<file path="src/core/rf_event_timer_pkg.sv">
// Constants shared by the event timer block: register indices, config fields.
// Assumes a word-indexed Wishbone map; byte address is four times the index.
package rf_event_timer_pkg;

	localparam int NUM_TIMERS = 2;
	localparam int CNT_W      = 20;
	localparam int CFG_W      = 21;
	localparam int RATE_W     = 3;
	localparam int PRE_W      = 8;
	localparam int IDX_W      = 6;

	// Register indices
	localparam logic [IDX_W-1:0] IDX_STATUS [NUM_TIMERS] = '{6'h08, 6'h09};
	localparam logic [IDX_W-1:0] IDX_PRESET [NUM_TIMERS] = '{6'h0B, 6'h0C};
	localparam logic [IDX_W-1:0] IDX_CFG    [NUM_TIMERS] = '{6'h0E, 6'h0F};
	localparam logic [IDX_W-1:0] IDX_IRQ_STAT = 6'h18;
	localparam logic [IDX_W-1:0] IDX_IRQ_MASK = 6'h19;

	// Configuration fields and the status running bit
	localparam int CFG_ON        = 0;
	localparam int CFG_RELOAD    = 1;
	localparam int CFG_SRC       = 2;
	localparam int CFG_RATE_LO   = 3;
	localparam int CFG_GO_NOW    = 6;
	localparam int GO_OWN_OFF    = 7;
	localparam int GO_OWN_ON     = 8;
	localparam int GO_OUT_OFF    = 9;
	localparam int GO_OUT_ON     = 10;
	localparam int GO_TX_END     = 11;
	localparam int GO_TX_BEGIN   = 12;
	localparam int GO_RX_END     = 13;
	localparam int GO_RX_BEGIN   = 14;
	localparam int HALT_OWN_OFF  = 15;
	localparam int HALT_OWN_ON   = 16;
	localparam int HALT_OUT_OFF  = 17;
	localparam int HALT_OUT_ON   = 18;
	localparam int HALT_TX_BEGIN = 19;
	localparam int HALT_RX_BEGIN = 20;
	localparam int STAT_RUN      = 20;

	localparam logic [CFG_W-1:0] CFG_RESET    = 21'h000000;
	localparam logic [CNT_W-1:0] PRESET_RESET = 20'h00000;
	localparam logic [PRE_W-1:0] PRE_RESET    = 8'h00;
	localparam logic [31:0]      DATA_ZERO    = 32'h00000000;

endpackage : rf_event_timer_pkg

</file>
<file path="src/core/rf_event_timer.sv">
// Two event-started timers with a classic Wishbone register slave and interrupt.
// Assumes transceiver event inputs are synchronous one-cycle pulses, field inputs levels,
// and the interface tick pulses once per 13.56 MHz period of the contactless interface.
`timescale 1ns/1ps
`default_nettype none
module rf_event_timer
	import rf_event_timer_pkg::*;
#(
	parameter int N = NUM_TIMERS
) (
	input  wire logic         clk_i,
	input  wire logic         rst_i,
	input  wire logic         cyc_i,
	input  wire logic         stb_i,
	input  wire logic         we_i,
	input  wire logic [7:0]   adr_i,
	input  wire logic [3:0]   sel_i,
	input  wire logic [31:0]  dat_i,
	output var  logic [31:0]  dat_o,
	output var  logic         ack_o,
	input  wire logic         contactless_interface_clock_tick_i,
	input  wire logic         rx_begin_i,
	input  wire logic         rx_four_bits_i,
	input  wire logic         rx_end_i,
	input  wire logic         tx_begin_i,
	input  wire logic         tx_end_i,
	input  wire logic         outside_field_i,
	input  wire logic         own_field_i,
	output var  logic [N-1:0] expire_o,
	output var  logic         irq_o
);

	function automatic logic [31:0] merge(input logic [31:0] old_v,
	                                      input logic [31:0] new_v,
	                                      input logic [3:0]  be);
		logic [31:0] m;
		m = {{8{be[3]}}, {8{be[2]}}, {8{be[1]}}, {8{be[0]}}};
		return (old_v & ~m) | (new_v & m);
	endfunction : merge

	function automatic logic rate_hit(input logic [PRE_W-1:0]  pre,
	                                  input logic [RATE_W-1:0] rate);
		logic [PRE_W-1:0] mask;
		mask = PRE_W'((16'h0002 << rate) - 16'h0001);
		return (pre & mask) == mask;
	endfunction : rate_hit

	// Bus decode
	logic [IDX_W-1:0] idx;
	logic             req;
	logic             acc_wr;
	logic             acc_rd;

	assign idx    = adr_i[IDX_W+1:2];
	assign req    = cyc_i && stb_i;
	assign acc_wr = req && ack_o && we_i;
	assign acc_rd = req && ack_o && !we_i;

	always_ff @(posedge clk_i) begin
		if (rst_i) begin
			ack_o <= 1'b0;
		end else begin
			ack_o <= req && !ack_o;
		end
	end

	// Prescaler shared by both timers
	logic [PRE_W-1:0] pre_r;

	always_ff @(posedge clk_i) begin
		if (rst_i) begin
			pre_r <= PRE_RESET;
		end else if (contactless_interface_clock_tick_i) begin
			pre_r <= pre_r + PRE_W'(1);
		end
	end

	// Field edge detection
	logic outside_field_r;
	logic own_field_r;
	logic outside_on;
	logic outside_off;
	logic own_on;
	logic own_off;

	always_ff @(posedge clk_i) begin
		if (rst_i) begin
			outside_field_r <= 1'b0;
			own_field_r     <= 1'b0;
		end else begin
			outside_field_r <= outside_field_i;
			own_field_r     <= own_field_i;
		end
	end

	assign outside_on  = outside_field_i && !outside_field_r;
	assign outside_off = !outside_field_i && outside_field_r;
	assign own_on      = own_field_i && !own_field_r;
	assign own_off     = !own_field_i && own_field_r;

	// Per-timer registers and counters
	logic [CFG_W-1:0] cfg_r    [N];
	logic [CNT_W-1:0] preset_r [N];
	logic [CNT_W-1:0] count    [N];
	logic [N-1:0]     running;
	logic [N-1:0]     expire;
	logic [N-1:0]     go_now_r;
	logic [N-1:0]     tick;
	logic [N-1:0]     start;
	logic [N-1:0]     stop;

	genvar t;
	generate
		for (t = 0; t < N; t++) begin : g_timer
			logic [31:0] cfg_wd;
			logic [31:0] pre_wd;

			assign cfg_wd = merge({11'h000, cfg_r[t]}, dat_i, sel_i);
			assign pre_wd = merge({12'h000, preset_r[t]}, dat_i, sel_i);

			always_ff @(posedge clk_i) begin
				if (rst_i) begin
					cfg_r[t]    <= CFG_RESET;
					preset_r[t] <= PRESET_RESET;
					go_now_r[t] <= 1'b0;
				end else begin
					go_now_r[t] <= 1'b0;
					if (acc_wr && idx == IDX_CFG[t]) begin
						cfg_r[t]    <= cfg_wd[CFG_W-1:0];
						go_now_r[t] <= cfg_wd[CFG_GO_NOW];
					end
					if (acc_wr && idx == IDX_PRESET[t]) begin
						preset_r[t] <= pre_wd[CNT_W-1:0];
					end
				end
			end

			assign tick[t] = contactless_interface_clock_tick_i &&
				(!cfg_r[t][CFG_SRC] ||
				 rate_hit(pre_r, cfg_r[t][CFG_RATE_LO +: RATE_W]));

			assign start[t] = go_now_r[t]
				|| (cfg_r[t][GO_RX_BEGIN] && rx_begin_i)
				|| (cfg_r[t][GO_RX_END] && rx_end_i)
				|| (cfg_r[t][GO_TX_BEGIN] && tx_begin_i)
				|| (cfg_r[t][GO_TX_END] && tx_end_i)
				|| (cfg_r[t][GO_OUT_ON] && outside_on)
				|| (cfg_r[t][GO_OUT_OFF] && outside_off)
				|| (cfg_r[t][GO_OWN_ON] && own_on)
				|| (cfg_r[t][GO_OWN_OFF] && own_off);

			// Stop wins over a start in the same cycle
			assign stop[t] = (cfg_r[t][HALT_RX_BEGIN] && rx_four_bits_i)
				|| (cfg_r[t][HALT_TX_BEGIN] && tx_begin_i)
				|| (cfg_r[t][HALT_OUT_ON] && outside_on)
				|| (cfg_r[t][HALT_OUT_OFF] && outside_off)
				|| (cfg_r[t][HALT_OWN_ON] && own_on)
				|| (cfg_r[t][HALT_OWN_OFF] && own_off);

			rf_timer_core #(
				.W (CNT_W)
			) u_core (
				.clk_i     (clk_i),
				.rst_i     (rst_i),
				.on_i      (cfg_r[t][CFG_ON]),
				.reload_i  (cfg_r[t][CFG_RELOAD]),
				.preset_i  (preset_r[t]),
				.tick_i    (tick[t]),
				.start_i   (start[t]),
				.stop_i    (stop[t]),
				.count_o   (count[t]),
				.running_o (running[t]),
				.expire_o  (expire[t])
			);

			property p_fast_tick;
				@(posedge clk_i) disable iff (rst_i)
				!cfg_r[t][CFG_SRC] |-> tick[t] == contactless_interface_clock_tick_i;
			endproperty
			a_fast_tick: assert property (p_fast_tick) else $error("fast tick wrong");

			property p_half_rate;
				@(posedge clk_i) disable iff (rst_i)
				(cfg_r[t][CFG_SRC] && cfg_r[t][CFG_RATE_LO +: RATE_W] == 3'h0)
				|-> tick[t] == (contactless_interface_clock_tick_i && pre_r[0]);
			endproperty
			a_half_rate: assert property (p_half_rate) else $error("prescale 0 wrong");

			property p_go_now;
				@(posedge clk_i) disable iff (rst_i)
				(acc_wr && idx == IDX_CFG[t] && cfg_wd[CFG_GO_NOW] && cfg_wd[CFG_ON])
				##1 !stop[t] |=> running[t];
			endproperty
			a_go_now: assert property (p_go_now) else $error("immediate start failed");

			property p_tx_halt;
				@(posedge clk_i) disable iff (rst_i)
				(cfg_r[t][HALT_TX_BEGIN] && tx_begin_i) |=> !running[t];
			endproperty
			a_tx_halt: assert property (p_tx_halt) else $error("tx stop ignored");

			property p_rx_halt;
				@(posedge clk_i) disable iff (rst_i)
				(cfg_r[t][HALT_RX_BEGIN] && rx_four_bits_i) |=> !running[t];
			endproperty
			a_rx_halt: assert property (p_rx_halt) else $error("rx stop ignored");

			property p_out_on_halt;
				@(posedge clk_i) disable iff (rst_i)
				(cfg_r[t][HALT_OUT_ON] && outside_on) |=> !running[t];
			endproperty
			a_out_on_halt: assert property (p_out_on_halt) else $error("field on stop ignored");

			property p_out_off_halt;
				@(posedge clk_i) disable iff (rst_i)
				(cfg_r[t][HALT_OUT_OFF] && outside_off) |=> !running[t];
			endproperty
			a_out_off_halt: assert property (p_out_off_halt) else $error("field off stop");

			property p_own_on_halt;
				@(posedge clk_i) disable iff (rst_i)
				(cfg_r[t][HALT_OWN_ON] && own_on) |=> !running[t];
			endproperty
			a_own_on_halt: assert property (p_own_on_halt) else $error("own on stop ignored");

			property p_own_off_halt;
				@(posedge clk_i) disable iff (rst_i)
				(cfg_r[t][HALT_OWN_OFF] && own_off) |=> !running[t];
			endproperty
			a_own_off_halt: assert property (p_own_off_halt) else $error("own off stop");

			property p_rx_go;
				@(posedge clk_i) disable iff (rst_i)
				(cfg_r[t][CFG_ON] && cfg_r[t][GO_RX_BEGIN] && rx_begin_i && !stop[t])
				|=> running[t] && count[t] == $past(preset_r[t]);
			endproperty
			a_rx_go: assert property (p_rx_go) else $error("rx begin start ignored");

			property p_rx_end_go;
				@(posedge clk_i) disable iff (rst_i)
				(cfg_r[t][CFG_ON] && cfg_r[t][GO_RX_END] && rx_end_i && !stop[t])
				|=> running[t] && count[t] == $past(preset_r[t]);
			endproperty
			a_rx_end_go: assert property (p_rx_end_go) else $error("rx end start ignored");

			property p_tx_go;
				@(posedge clk_i) disable iff (rst_i)
				(cfg_r[t][CFG_ON] && cfg_r[t][GO_TX_BEGIN] && tx_begin_i && !stop[t])
				|=> running[t] && count[t] == $past(preset_r[t]);
			endproperty
			a_tx_go: assert property (p_tx_go) else $error("tx begin start ignored");

			property p_tx_end_go;
				@(posedge clk_i) disable iff (rst_i)
				(cfg_r[t][CFG_ON] && cfg_r[t][GO_TX_END] && tx_end_i && !stop[t])
				|=> running[t] && count[t] == $past(preset_r[t]);
			endproperty
			a_tx_end_go: assert property (p_tx_end_go) else $error("tx end start ignored");
		end
	endgenerate

	// Interrupt status, mask and expiry outputs
	logic [N-1:0] irq_stat_r;
	logic [N-1:0] irq_mask_r;
	logic [N-1:0] irq_clr;

	// Clear only what the read reported, so a late expiry is not lost
	assign irq_clr = (acc_rd && idx == IDX_IRQ_STAT) ? dat_o[N-1:0] : '0;

	always_ff @(posedge clk_i) begin
		if (rst_i) begin
			irq_stat_r <= '0;
			irq_mask_r <= '0;
			irq_o      <= 1'b0;
			expire_o   <= '0;
		end else begin
			irq_stat_r <= (irq_stat_r & ~irq_clr) | expire;
			if (acc_wr && idx == IDX_IRQ_MASK && sel_i[0]) begin
				irq_mask_r <= dat_i[N-1:0];
			end
			irq_o    <= |(irq_stat_r & irq_mask_r);
			expire_o <= expire;
		end
	end

	property p_irq_level;
		@(posedge clk_i) disable iff (rst_i)
		1'b1 |=> irq_o == |($past(irq_stat_r) & $past(irq_mask_r));
	endproperty
	a_irq_level: assert property (p_irq_level) else $error("irq level wrong");

	property p_sticky;
		@(posedge clk_i) disable iff (rst_i)
		|expire |=> (irq_stat_r & $past(expire)) == $past(expire);
	endproperty
	a_sticky: assert property (p_sticky) else $error("expiry not latched");

	// Read data
	always_ff @(posedge clk_i) begin
		if (rst_i) begin
			dat_o <= DATA_ZERO;
		end else if (req && !ack_o) begin
			dat_o <= DATA_ZERO;
			for (int i = 0; i < N; i++) begin
				if (idx == IDX_CFG[i]) begin
					dat_o <= {11'h000, cfg_r[i]};
				end
				if (idx == IDX_PRESET[i]) begin
					dat_o <= {12'h000, preset_r[i]};
				end
				if (idx == IDX_STATUS[i]) begin
					dat_o <= {11'h000, running[i], count[i]};
				end
			end
			if (idx == IDX_IRQ_STAT) begin
				dat_o <= {30'h00000000, irq_stat_r};
			end
			if (idx == IDX_IRQ_MASK) begin
				dat_o <= {30'h00000000, irq_mask_r};
			end
		end
	end

	c_read_status: cover property (@(posedge clk_i) disable iff (rst_i)
		acc_rd && idx == IDX_STATUS[0]);

endmodule : rf_event_timer
`default_nettype wire

</file>
<file path="src/core/rf_timer_core.sv">
// One 20-bit down counter with start, stop, auto-reload and expiry pulse.
// Assumes tick, start and stop are single-cycle pulses on clk_i.
`timescale 1ns/1ps
`default_nettype none
module rf_timer_core
	import rf_event_timer_pkg::*;
#(
	parameter int W = CNT_W
) (
	input  wire logic         clk_i,
	input  wire logic         rst_i,
	input  wire logic         on_i,
	input  wire logic         reload_i,
	input  wire logic [W-1:0] preset_i,
	input  wire logic         tick_i,
	input  wire logic         start_i,
	input  wire logic         stop_i,
	output var  logic [W-1:0] count_o,
	output var  logic         running_o,
	output var  logic         expire_o
);

	localparam logic [W-1:0] ONE  = W'(1);
	localparam logic [W-1:0] ZERO = W'(0);

	always_ff @(posedge clk_i) begin
		if (rst_i) begin
			count_o   <= ZERO;
			running_o <= 1'b0;
			expire_o  <= 1'b0;
		end else begin
			expire_o <= 1'b0;
			if (!on_i) begin
				running_o <= 1'b0;
			end else if (stop_i) begin
				running_o <= 1'b0;
			end else if (start_i) begin
				count_o   <= preset_i;
				running_o <= 1'b1;
			end else if (running_o && tick_i) begin
				if (count_o <= ONE) begin
					expire_o <= 1'b1;
					if (reload_i) begin
						count_o <= preset_i;
					end else begin
						count_o   <= ZERO;
						running_o <= 1'b0;
					end
				end else begin
					count_o <= count_o - ONE;
				end
			end
		end
	end

	property p_off_idle;
		@(posedge clk_i) disable iff (rst_i)
		!on_i |=> !running_o;
	endproperty
	a_off_idle: assert property (p_off_idle) else $error("timer runs while disabled");

	property p_start_load;
		@(posedge clk_i) disable iff (rst_i)
		(on_i && !stop_i && start_i) |=> running_o && count_o == $past(preset_i);
	endproperty
	a_start_load: assert property (p_start_load) else $error("start did not load preset");

	property p_expire_stop;
		@(posedge clk_i) disable iff (rst_i)
		(on_i && !stop_i && !start_i && running_o && tick_i && count_o == ONE && !reload_i)
		|=> expire_o && count_o == ZERO && !running_o
		##1 ($past(start_i) || (!running_o && count_o == ZERO));
	endproperty
	a_expire_stop: assert property (p_expire_stop) else $error("one-shot expiry wrong");

	property p_expire_reload;
		@(posedge clk_i) disable iff (rst_i)
		(on_i && !stop_i && !start_i && running_o && tick_i && count_o == ONE && reload_i)
		|=> expire_o && running_o && count_o == $past(preset_i);
	endproperty
	a_expire_reload: assert property (p_expire_reload) else $error("reload failed");

	property p_decrement;
		@(posedge clk_i) disable iff (rst_i)
		(on_i && !stop_i && !start_i && running_o && tick_i && count_o > ONE)
		|=> count_o == $past(count_o) - ONE && !expire_o;
	endproperty
	a_decrement: assert property (p_decrement) else $error("count did not step down");

	property p_hold;
		@(posedge clk_i) disable iff (rst_i)
		(on_i && !start_i && !tick_i) |=> $stable(count_o);
	endproperty
	a_hold: assert property (p_hold) else $error("count moved without tick");

	property p_stop;
		@(posedge clk_i) disable iff (rst_i)
		(on_i && stop_i) |=> !running_o && !expire_o;
	endproperty
	a_stop: assert property (p_stop) else $error("stop event ignored");

	c_oneshot: cover property (@(posedge clk_i) disable iff (rst_i)
		start_i ##[1:40] expire_o && !running_o);
	c_reload: cover property (@(posedge clk_i) disable iff (rst_i)
		expire_o && running_o ##[1:40] expire_o);
	c_stopped: cover property (@(posedge clk_i) disable iff (rst_i)
		running_o && stop_i && on_i);

endmodule : rf_timer_core
`default_nettype wire

</file>
<file path="config.mk">
export PLATFORM = sky130hd
export DESIGN_NAME = rf_event_timer
export DESIGN_NICKNAME = d
export VERILOG_FILES = /design/src/core/rf_event_timer_pkg.sv /design/src/core/rf_event_timer.sv /design/src/core/rf_timer_core.sv
export SDC_FILE = /design/constraint.sdc
export NUM_CORES = 1
export LEC_CHECK = 0
export ABC_AREA = 1
export BUFFER_PORTS_ARGS = -buffer_cell sky130_fd_sc_hd__buf_4
export CAP_MARGIN = 20
export CORE_ASPECT_RATIO = 0.8
export CORE_MARGIN = 3
export CORE_UTILIZATION = 35
export DETAILED_ROUTE_END_ITERATION = 7
export GPL_TIMING_DRIVEN = 0
export SLEW_MARGIN = 10
export SYNTH_ARGS = -nofsm -noshare
export SYNTH_HDL_FRONTEND = slang
export SYNTH_HIERARCHICAL = 1
export SYNTH_SLANG_ARGS = --single-unit
</file>
<file path="constraint.sdc">
create_clock -name clk_i -period 2.55 [get_ports clk_i]
set_clock_uncertainty 0.1 [all_clocks]
set_input_delay 0.255 -clock clk_i [delete_from_list [all_inputs] [get_ports clk_i]]
set_output_delay 0.255 -clock clk_i [all_outputs]
set_load 0.02 [all_outputs]
</file>
Word level (Yosys, flattened, before mapping):

Memories as Yosys holds them, arrays and structs flattened.
Index checks and enable logic that the tools add are counted.

* add/sub/neg operators: 5
* $lt $le $gt $ge: 2
* eq/ne operators: 12
* shifts and indexed selects: 2
* multiplexer cells: 45
* bitwise operators: 28
* reduce and logical (&&, ||, !) cells: 99

Operator list (number)
* two-way mux 32 bit: 7
* two-way mux 20 bit: 10
* bitwise AND 21 bit: 3
* two-way mux 21 bit: 3
* logical AND 1 bit: 48
* bitwise OR 21 bit: 2
* bitwise AND 20 bit: 2
* <= comparator 20 x 1 -> 1 bit (second input constant): 2
* bitwise OR 20 bit: 2
* subtractor 20 x 1 -> 20 bit (second input constant): 2
* equality test 6 x 4 -> 1 bit (second input constant): 6
* logical OR 1 bit: 28
* two-way mux 1 bit: 24
* inverter 21 bit: 1
* bitwise AND 8 bit: 2
* equality test 8 bit: 2
* << shifter 2 x 3 -> 8 bit (first input constant): 2
* subtractor 8 x 1 -> 8 bit (second input constant): 2
* equality test 6 x 5 -> 1 bit (second input constant): 2
* AND reduction 3 bit: 4
* OR reduction 5 bit: 2
* adder 8 x 1 -> 8 bit (second input constant): 1
* logical NOT 1 bit: 8
* inverter 1 bit: 8
* other kinds (9): 20

* register bits after elaboration: 96
* bits in writable memories: 82
* input bits: 57
* output and inout port bits: 36
* word-level logic and storage cells: 212
* memories: 2

Memories
* cfg_r: words 2, width 21, rd ports 2, clocked after memory_dff 0, write ports 2, line rf_event_timer.sv:102 `logic [CFG_W-1:0] cfg_r [N];`
* preset_r: words 2, width 20, rd ports 2, clocked after memory_dff 0, write ports 2, line rf_event_timer.sv:103 `logic [CNT_W-1:0] preset_r [N];`

Longest topological paths before layout:

Gate-level depths: netlist (run 1).
An unclocked memory read counts as a cell.

* depth in word-level cells: 12
* mapped depth: 14
* gate-level depth less buffers: 13

Modules after synthesis:

Netlist (run 1), hierarchy kept.

Modules (own cells, without submodules)
* rf_event_timer: times used 1, cells an instance 821, area an instance 6511.2 µm², sequential area each 3283.1 µm²
* rf_timer_core: times used 2, cells an instance 316, area an instance 1803.0 µm², sequential area each 440.4 µm²

Worst setup path before layout (run 1):

OpenSTA, ideal clock, no wires.

* path type: input port to flip-flop
* start point: in adr_i[6]
* end point: mem cfg_r[1][0], enable pin
* library setup time: 0.428 ns
* arrival: 2.250 ns
* required time: 2.022 ns
* slack: -0.229 ns
* stages: 4
* path buffers: 1
* cell sequence: nor2_4 -> buf_4 -> nand3_1 -> o21ai_0

RTL lines
* start, declared: line rf_event_timer.sv:16 `input wire logic [7:0] adr_i,`
* end, declared: line rf_event_timer.sv:102

==> results.toml, run 1 <==
[timing]
timing.hold.ws_ns = 0.03809
relSlewSlack = 0.3657
final_hold_viol_count = 0
fmax_mhz = 408.5
worst_pin_slew_ns = 0.9515
min_period_ns = 2.448
finalMaxSlewViolations = 0
fin_crit_sh = 0.9601
finalWorstSetupSlack_ns = 0.1018
finalSetupViolCount = 0

[logic_synthesis]
synthArstFlopShare = 0
ys.flop_type = "dfxtp_1"
synth_seq_cells = 167
synthTopCellsByArea = "edfxtp_1, dfxtp_1, nand2_1"
synth_seq_area_share = 0.4116
synth_top_area_cell = "edfxtp_1"
synth_top_area_share = 0.2434
syn_avg_cell_area_um2 = 6.963
synthDistinctLibCells = 50
yosys_warnings = 6
synth_area_um2 = 10120
synth_edf_count = 82
synthCells = 1453

[drt]
dr.pass1.iters = 6
drt_wl_total_um = 36010
ant_nets = 0
vias_per_cell = 5.413
vias = 10510
post_drt_wl_per_cell_um = 18.54
drc = 0
first_iter_violations = 1284

[cells_and_area]
most-common-layout-cells = "nand2_1, nor2_1, a21oi_1, nand3_1, inv_1"
drive_above_1_share = 0.1374
regArea_um2 = 4167
finish.utilization = 0.4211
fillers = 3005
multi_input_area_um2 = 5215
antennaDiodeCount = 0
nets = 1621
syn_to_final_growth_pct = 18.01
layout_commonest_cell = "nand2_1"

[global_route]
gr-total-overflow = 0
grt_max_degree = 21
grt_antenna_before_repair = 0
grt_pass1_vias = 9151
grt_usage = 0.2275
grt_first_pass_wirelength_um = 53940

[power_and_ir_drop]
p_leak_nw = 5.161
power_w = 0.007367
max-vdd-ir-drop_mv = 0.4727
pwr_density_cell_nw_per_um2 = 617.1

[run_status]
status = "finished, final reports clean"

[min_path]
hold_end = "g_timer[1].u_core/count_o[19]"
hold_start = "rst_i"
hold_class = "input pin to flop"
whs_path_depth = 2

[clock_network]
cts_tree = "yes"
clockRootBuffer = "clkbuf_16"
clk_latency_ns = 0.45
cts.sinks = 167
clk_path_buf_depth = 2
clk_pin_slew_ns = 0.07
numCtsBuffers = 17
htree_levels = 4

[critical_path]
r2r_end = "g_timer[0].u_core/count_o[18]"
r2r_setup_slack_ns = 0.10
critPathRequiredTime_ns = 2.76
crit_arrival_ns = 2.66
rr_startpoint = "cfg_r[0][13]"
cp-end-kind = "flop"
r2r_cells = 12
cp_max_fo = 10
cp-start-kind = "flop"
critical_path_class = "flop to flop"

[place]
place_congestion = 0.9165
place_hpwl_um = 27880
preCtsSetupSlack_ns = -0.3440
io_buffers = 65

[floorplanning]
die_x_um = 196.1
rows = 55
ios = 93
die_y_um = 158.1
initial_core_util = 0.3568
fp.coreArea_um2 = 28350
die_area_um2 = 31000

[job]
drv_cap = 0
[cells in the mapped netlist, types with 15 or more instances]
cell type and n:
nand2_1 336, nor2_1 267, a21oi_1 154, nand3_1 129, inv_1 117, dfxtp_1 85
edfxtp_1 82, o21ai_0 46, nand4_1 29, clkbuf_1 25, buf_2 22, nor2_2 17
nor3_1 15
[through the flow]
stage | TNS, ns | area (um2) | cells
global route | -0.001091 | 11940 | 1942
CTS | 0 | 11860 | 1937
finish | 0 | 11940 | 1942
detailed placement | -5.059 | 11180 | 1902
global placement | -45.04 | 11110 | 1898
floorplan | 0 | 10150 | 1463
[registers in the layout, summed over array words and instances (netlist names), 2 cells and up]
name,count
cfg_r,42
irq_stat_r,2
g_timer.u_core/count_o,40
preset_r,40
g_timer.u_core/expire_o,2
go_now_r,2
dat_o,21
g_timer.u_core/running_o,2
expire_o,2
irq_mask_r,2
pre_r,8
[worst max-delay path, cell delays in order (launching register included)]
cell	delay, ns
edfxtp_1	0.42
a22o_1	0.26
a221oi_2	0.23
o311ai_2	0.19
buf_1	0.20
inv_2	0.14
nand2_1	0.07
nand3_1	0.08
clkbuf_4	0.22
buf_4	0.21
nor2_1	0.06
nand2_1	0.08
a21oi_2	0.06
[routing by layer]
layer  up-vias  part of all wire  GRT usage
met5         -                 0          0
met3        42              0.11    0.04745
met4         0             0.017    0.05972
met2       555              0.39     0.3119
li1       5008                 -          -
met1      4908              0.48     0.3569
[worst max-delay path by stage]
stage	end	start	slack, ns
after global placement	cfg_r[0][13]	adr_i[2]	-0.69
after CTS	g_timer[0].u_core/count_o[18]	outside_field_r	0.03
after global routing	g_timer[1].u_core/count_o[6]	pre_r[1]	-0.001
after detailed placement	g_timer[0].u_core/count_o[18]	cfg_r[0][13]	-0.34
after floorplan	cfg_r[1][0]	adr_i[6]	0.34
final	g_timer[0].u_core/count_o[18]	cfg_r[0][13]	0.10
[logic make-up after synthesis]
group / share of synthesized area
simple gates: 0.3609
xor+xnor: 0.008657
other cells: 0.0003707
compound gates: 0.1306
buf+inv: 0.08175
fa+ha+maj: 0.006184
flops: 0.4116
[cell type report]
type                            instances  area share
Timing Repair Buffer                   78     0.05229
Tap cell                              370     0.03878
Clock inverter                          9    0.008908
Multi-Input combinational cell       1103      0.4368
Inverter                              125     0.03951
Clock buffer                           23     0.04360
Buffer                                 67     0.03113
Sequential cell                       167      0.3490
[power by group]
group / switching [W] / internal [W]
clock: 0.00117 / 0.00164
combinational: 0.00104 / 0.000504
sequential: 0.000119 / 0.00290
[repair_timing]
item                                    in CTS  in global routing
hold endpoints to repair                     3                  0
endpoints found under the setup margin      30                 60
pin swaps                                    0                  1
gates resized for setup                      9                 14
setup buffers                                0                  6
hold buffers                                 3                  0
No activity file was read; power rests on OpenSTA's default activity.
==> run 2: changes to the inputs <==
CORE_MARGIN = 2   (was 3)
==> run 2 against run 1 <==
Net effect: largest power group unchanged; critical path type unchanged; power shrank 0.64%; sequential cell count is the same; global-route usage grew 0.66 points; critical endpoint is now g_timer[1].u_core/count_o[15].
==> results.toml, run 2 (synthesis gave the netlist of run 1 again) <==
[global_route]
gr-total-overflow = 0
grt_pass1_vias = 9542
grt_first_pass_wirelength_um = 54510
grt_antenna_before_repair = 0
grt_usage = 0.2341
grt_max_degree = 21

[critical_path]
crit_top_cell = "nand2_1"
cp_max_fo = 10
cp_top_family = "compound AO/OA/AOI/OAI gates"
crit_arrival_ns = 2.68
cp_num_buf_inv = 3
cp_slowest_stage_delay_ns = 0.53
cp-end-kind = "flop"
cp-start-kind = "flop"
slowest_stage = "a2111o_1"
critPathRequiredTime_ns = 2.76
critical_path_class = "flop to flop"
path_cells = "a22o_1 -> a2111o_1 -> inv_4 -> nand2_1 -> nand3_1 -> clkbuf_4 -> buf_4 -> nor2_1 -> nand2_1 -> a21oi_1"

[place]
io_buffers = 65
place_congestion = 0.9706
place_hpwl_um = 27270

[power_and_ir_drop]
p_leak_nw = 5.140
clkPwrFrac = 0.380
switchingPower_w = 0.002299
p_comb_frac = 0.208
max-vdd-ir-drop_mv = 0.5015
p_int_w = 0.005022
pwr_density_cell_nw_per_um2 = 615.1
switching_share = 0.3140
pwr-share-seq = 0.412

[cells_and_area]
regMostFlops = "cfg_r"
most-common-layout-cells = "nand2_1, nor2_1, a21oi_1, nand3_1, inv_1"
antennaDiodeCount = 0
largest_reg_flops = 42
syn_to_final_growth_pct = 17.64
nets = 1620
layout_commonest_cell = "nand2_1"
top_regs = "cfg_r: 42 flops, g_timer.u_core/count_o: 40 flops, preset_r: 40 flops"
finish.utilization = 0.4198
drive_above_1_share = 0.1356

[job]
drv_cap = 0

[floorplanning]
die_area_um2 = 30290
initial_core_util = 0.3568
ios = 93
fp.coreArea_um2 = 28350
die_y_um = 156.1
rows = 55
die_x_um = 194.1

[clock_network]
htree_levels = 4
cts.sinks = 167
numCtsBuffers = 17
clockRootBuffer = "clkbuf_16"
clk_path_buf_depth = 2
cts_tree = "yes"
clk_pin_slew_ns = 0.07
clk_latency_ns = 0.45

[min_path]
hold_class = "input pin to flop"

[timing]
fin_crit_sh = 0.9687
timing.hold.ws_ns = 0.04292
fmax_mhz = 404.8
worst_pin_slew_ns = 0.9362
relSlewSlack = 0.3759
finalSetupViolCount = 0
setup_tns_ns = 0
finalMaxSlewViolations = 0
min_period_ns = 2.470
final_hold_viol_count = 0

[drt]
vias = 10420
vias_per_cell = 5.369
ant_nets = 0
dr.pass1.iters = 5
drc = 0
post_drt_wl_per_cell_um = 18.22
drt_wl_total_um = 35370
first_iter_violations = 1191

[run_status]
status = "finished, final reports clean"
-- run 2: cell count changes in the layout (fill, tap and decap cells not counted), sizes merged --
| cell | delta |
|---|---|
| clkinv | +2 |
| inv | -2 |
| buf | -1 |
| bufinv | +1 |
| clkbuf | -1 |
| clkinvlp | +1 |
| dlygate4sd3 | -1 |
-- run 2: final cells by class --
cell class	instances	area, um2
well taps	370	462.9
fillers	3023	16450
plain buffers	68	380.4
multi-input cells	1103	5213
repair buffers	76	594.3
clock inverters	11	143.9
clock buffers	21	471.7
inverters	125	471.7
flip-flops and latches	167	4164
-- run 2: timing repair --
| item | 4_1_cts | 5_1_grt |
|---|---|---|
| pin swaps | 0 | 2 |
| hold buffers | 2 | 0 |
| gates resized for setup | 8 | 19 |
| endpoints found under the hold margin | 2 | 0 |
| buffers inserted | 0 | 5 |
| cloned | 0 | 0 |
| setup endpoints to repair | 30 | 60 |
-- run 2: through the flow --
stage | setup slack, ns | instances | power, W | instance area (um2)
after floorplan | 0.3373 | 1463 | 0.004066 | 10150
after global placement | -0.6932 | 1898 | 0.004505 | 11110
after detailed placement | -0.3259 | 1902 | 0.004529 | 11170
after CTS | 0.03057 | 1936 | 0.007281 | 11810
after global routing | -0.01500 | 1941 | 0.007632 | 11900
final | 0.07992 | 1941 | 0.007320 | 11900
-- run 2: per-layer routing --
| metal | GRT usage | routed length, um |
|---|---|---|
| met1 | 0.3479 | 16860 |
| met2 | 0.3330 | 14270 |
| met3 | 0.05534 | 3601 |
| met4 | 0.06854 | 637 |
| met5 | 0 | 0 |
-- run 2: worst reg2reg max path, cell delays in order (launching register included) --
cell and delay, ns:
edfxtp_1 0.44, a22o_1 0.27, a2111o_1 0.53, inv_4 0.16, nand2_1 0.07, nand3_1 0.09
clkbuf_4 0.23, buf_4 0.23, nor2_1 0.07, nand2_1 0.09, a21oi_1 0.06
-- run 2: path summary, 6_finish.rpt --
| path | slack [ns] | to | startpoint | cells past startpoint |
|---|---|---|---|---|
| max reg2reg | 0.08 | g_timer[1].u_core/count_o[15] | cfg_r[1][13] | 10 |
| min | 0.04 | g_timer[1].u_core/count_o[7] | rst_i | 2 |
| min reg2reg | 0.36 | expire_o[0] | g_timer[0].u_core/expire_o | 2 |
| max | 0.08 | g_timer[1].u_core/count_o[15] | cfg_r[1][13] | 10 |
-- run 2: power groups by stage --
| stage | registers (W) | clock network, W | logic [W] |
|---|---|---|---|
| floorplan | 0.00303 | 0 | 0.00104 |
| global placement | 0.00307 | 0 | 0.00143 |
| detailed placement | 0.00307 | 0 | 0.00146 |
| CTS | 0.00301 | 0.00280 | 0.00147 |
| global route | 0.00302 | 0.00292 | 0.00169 |
| finish | 0.00301 | 0.00278 | 0.00153 |
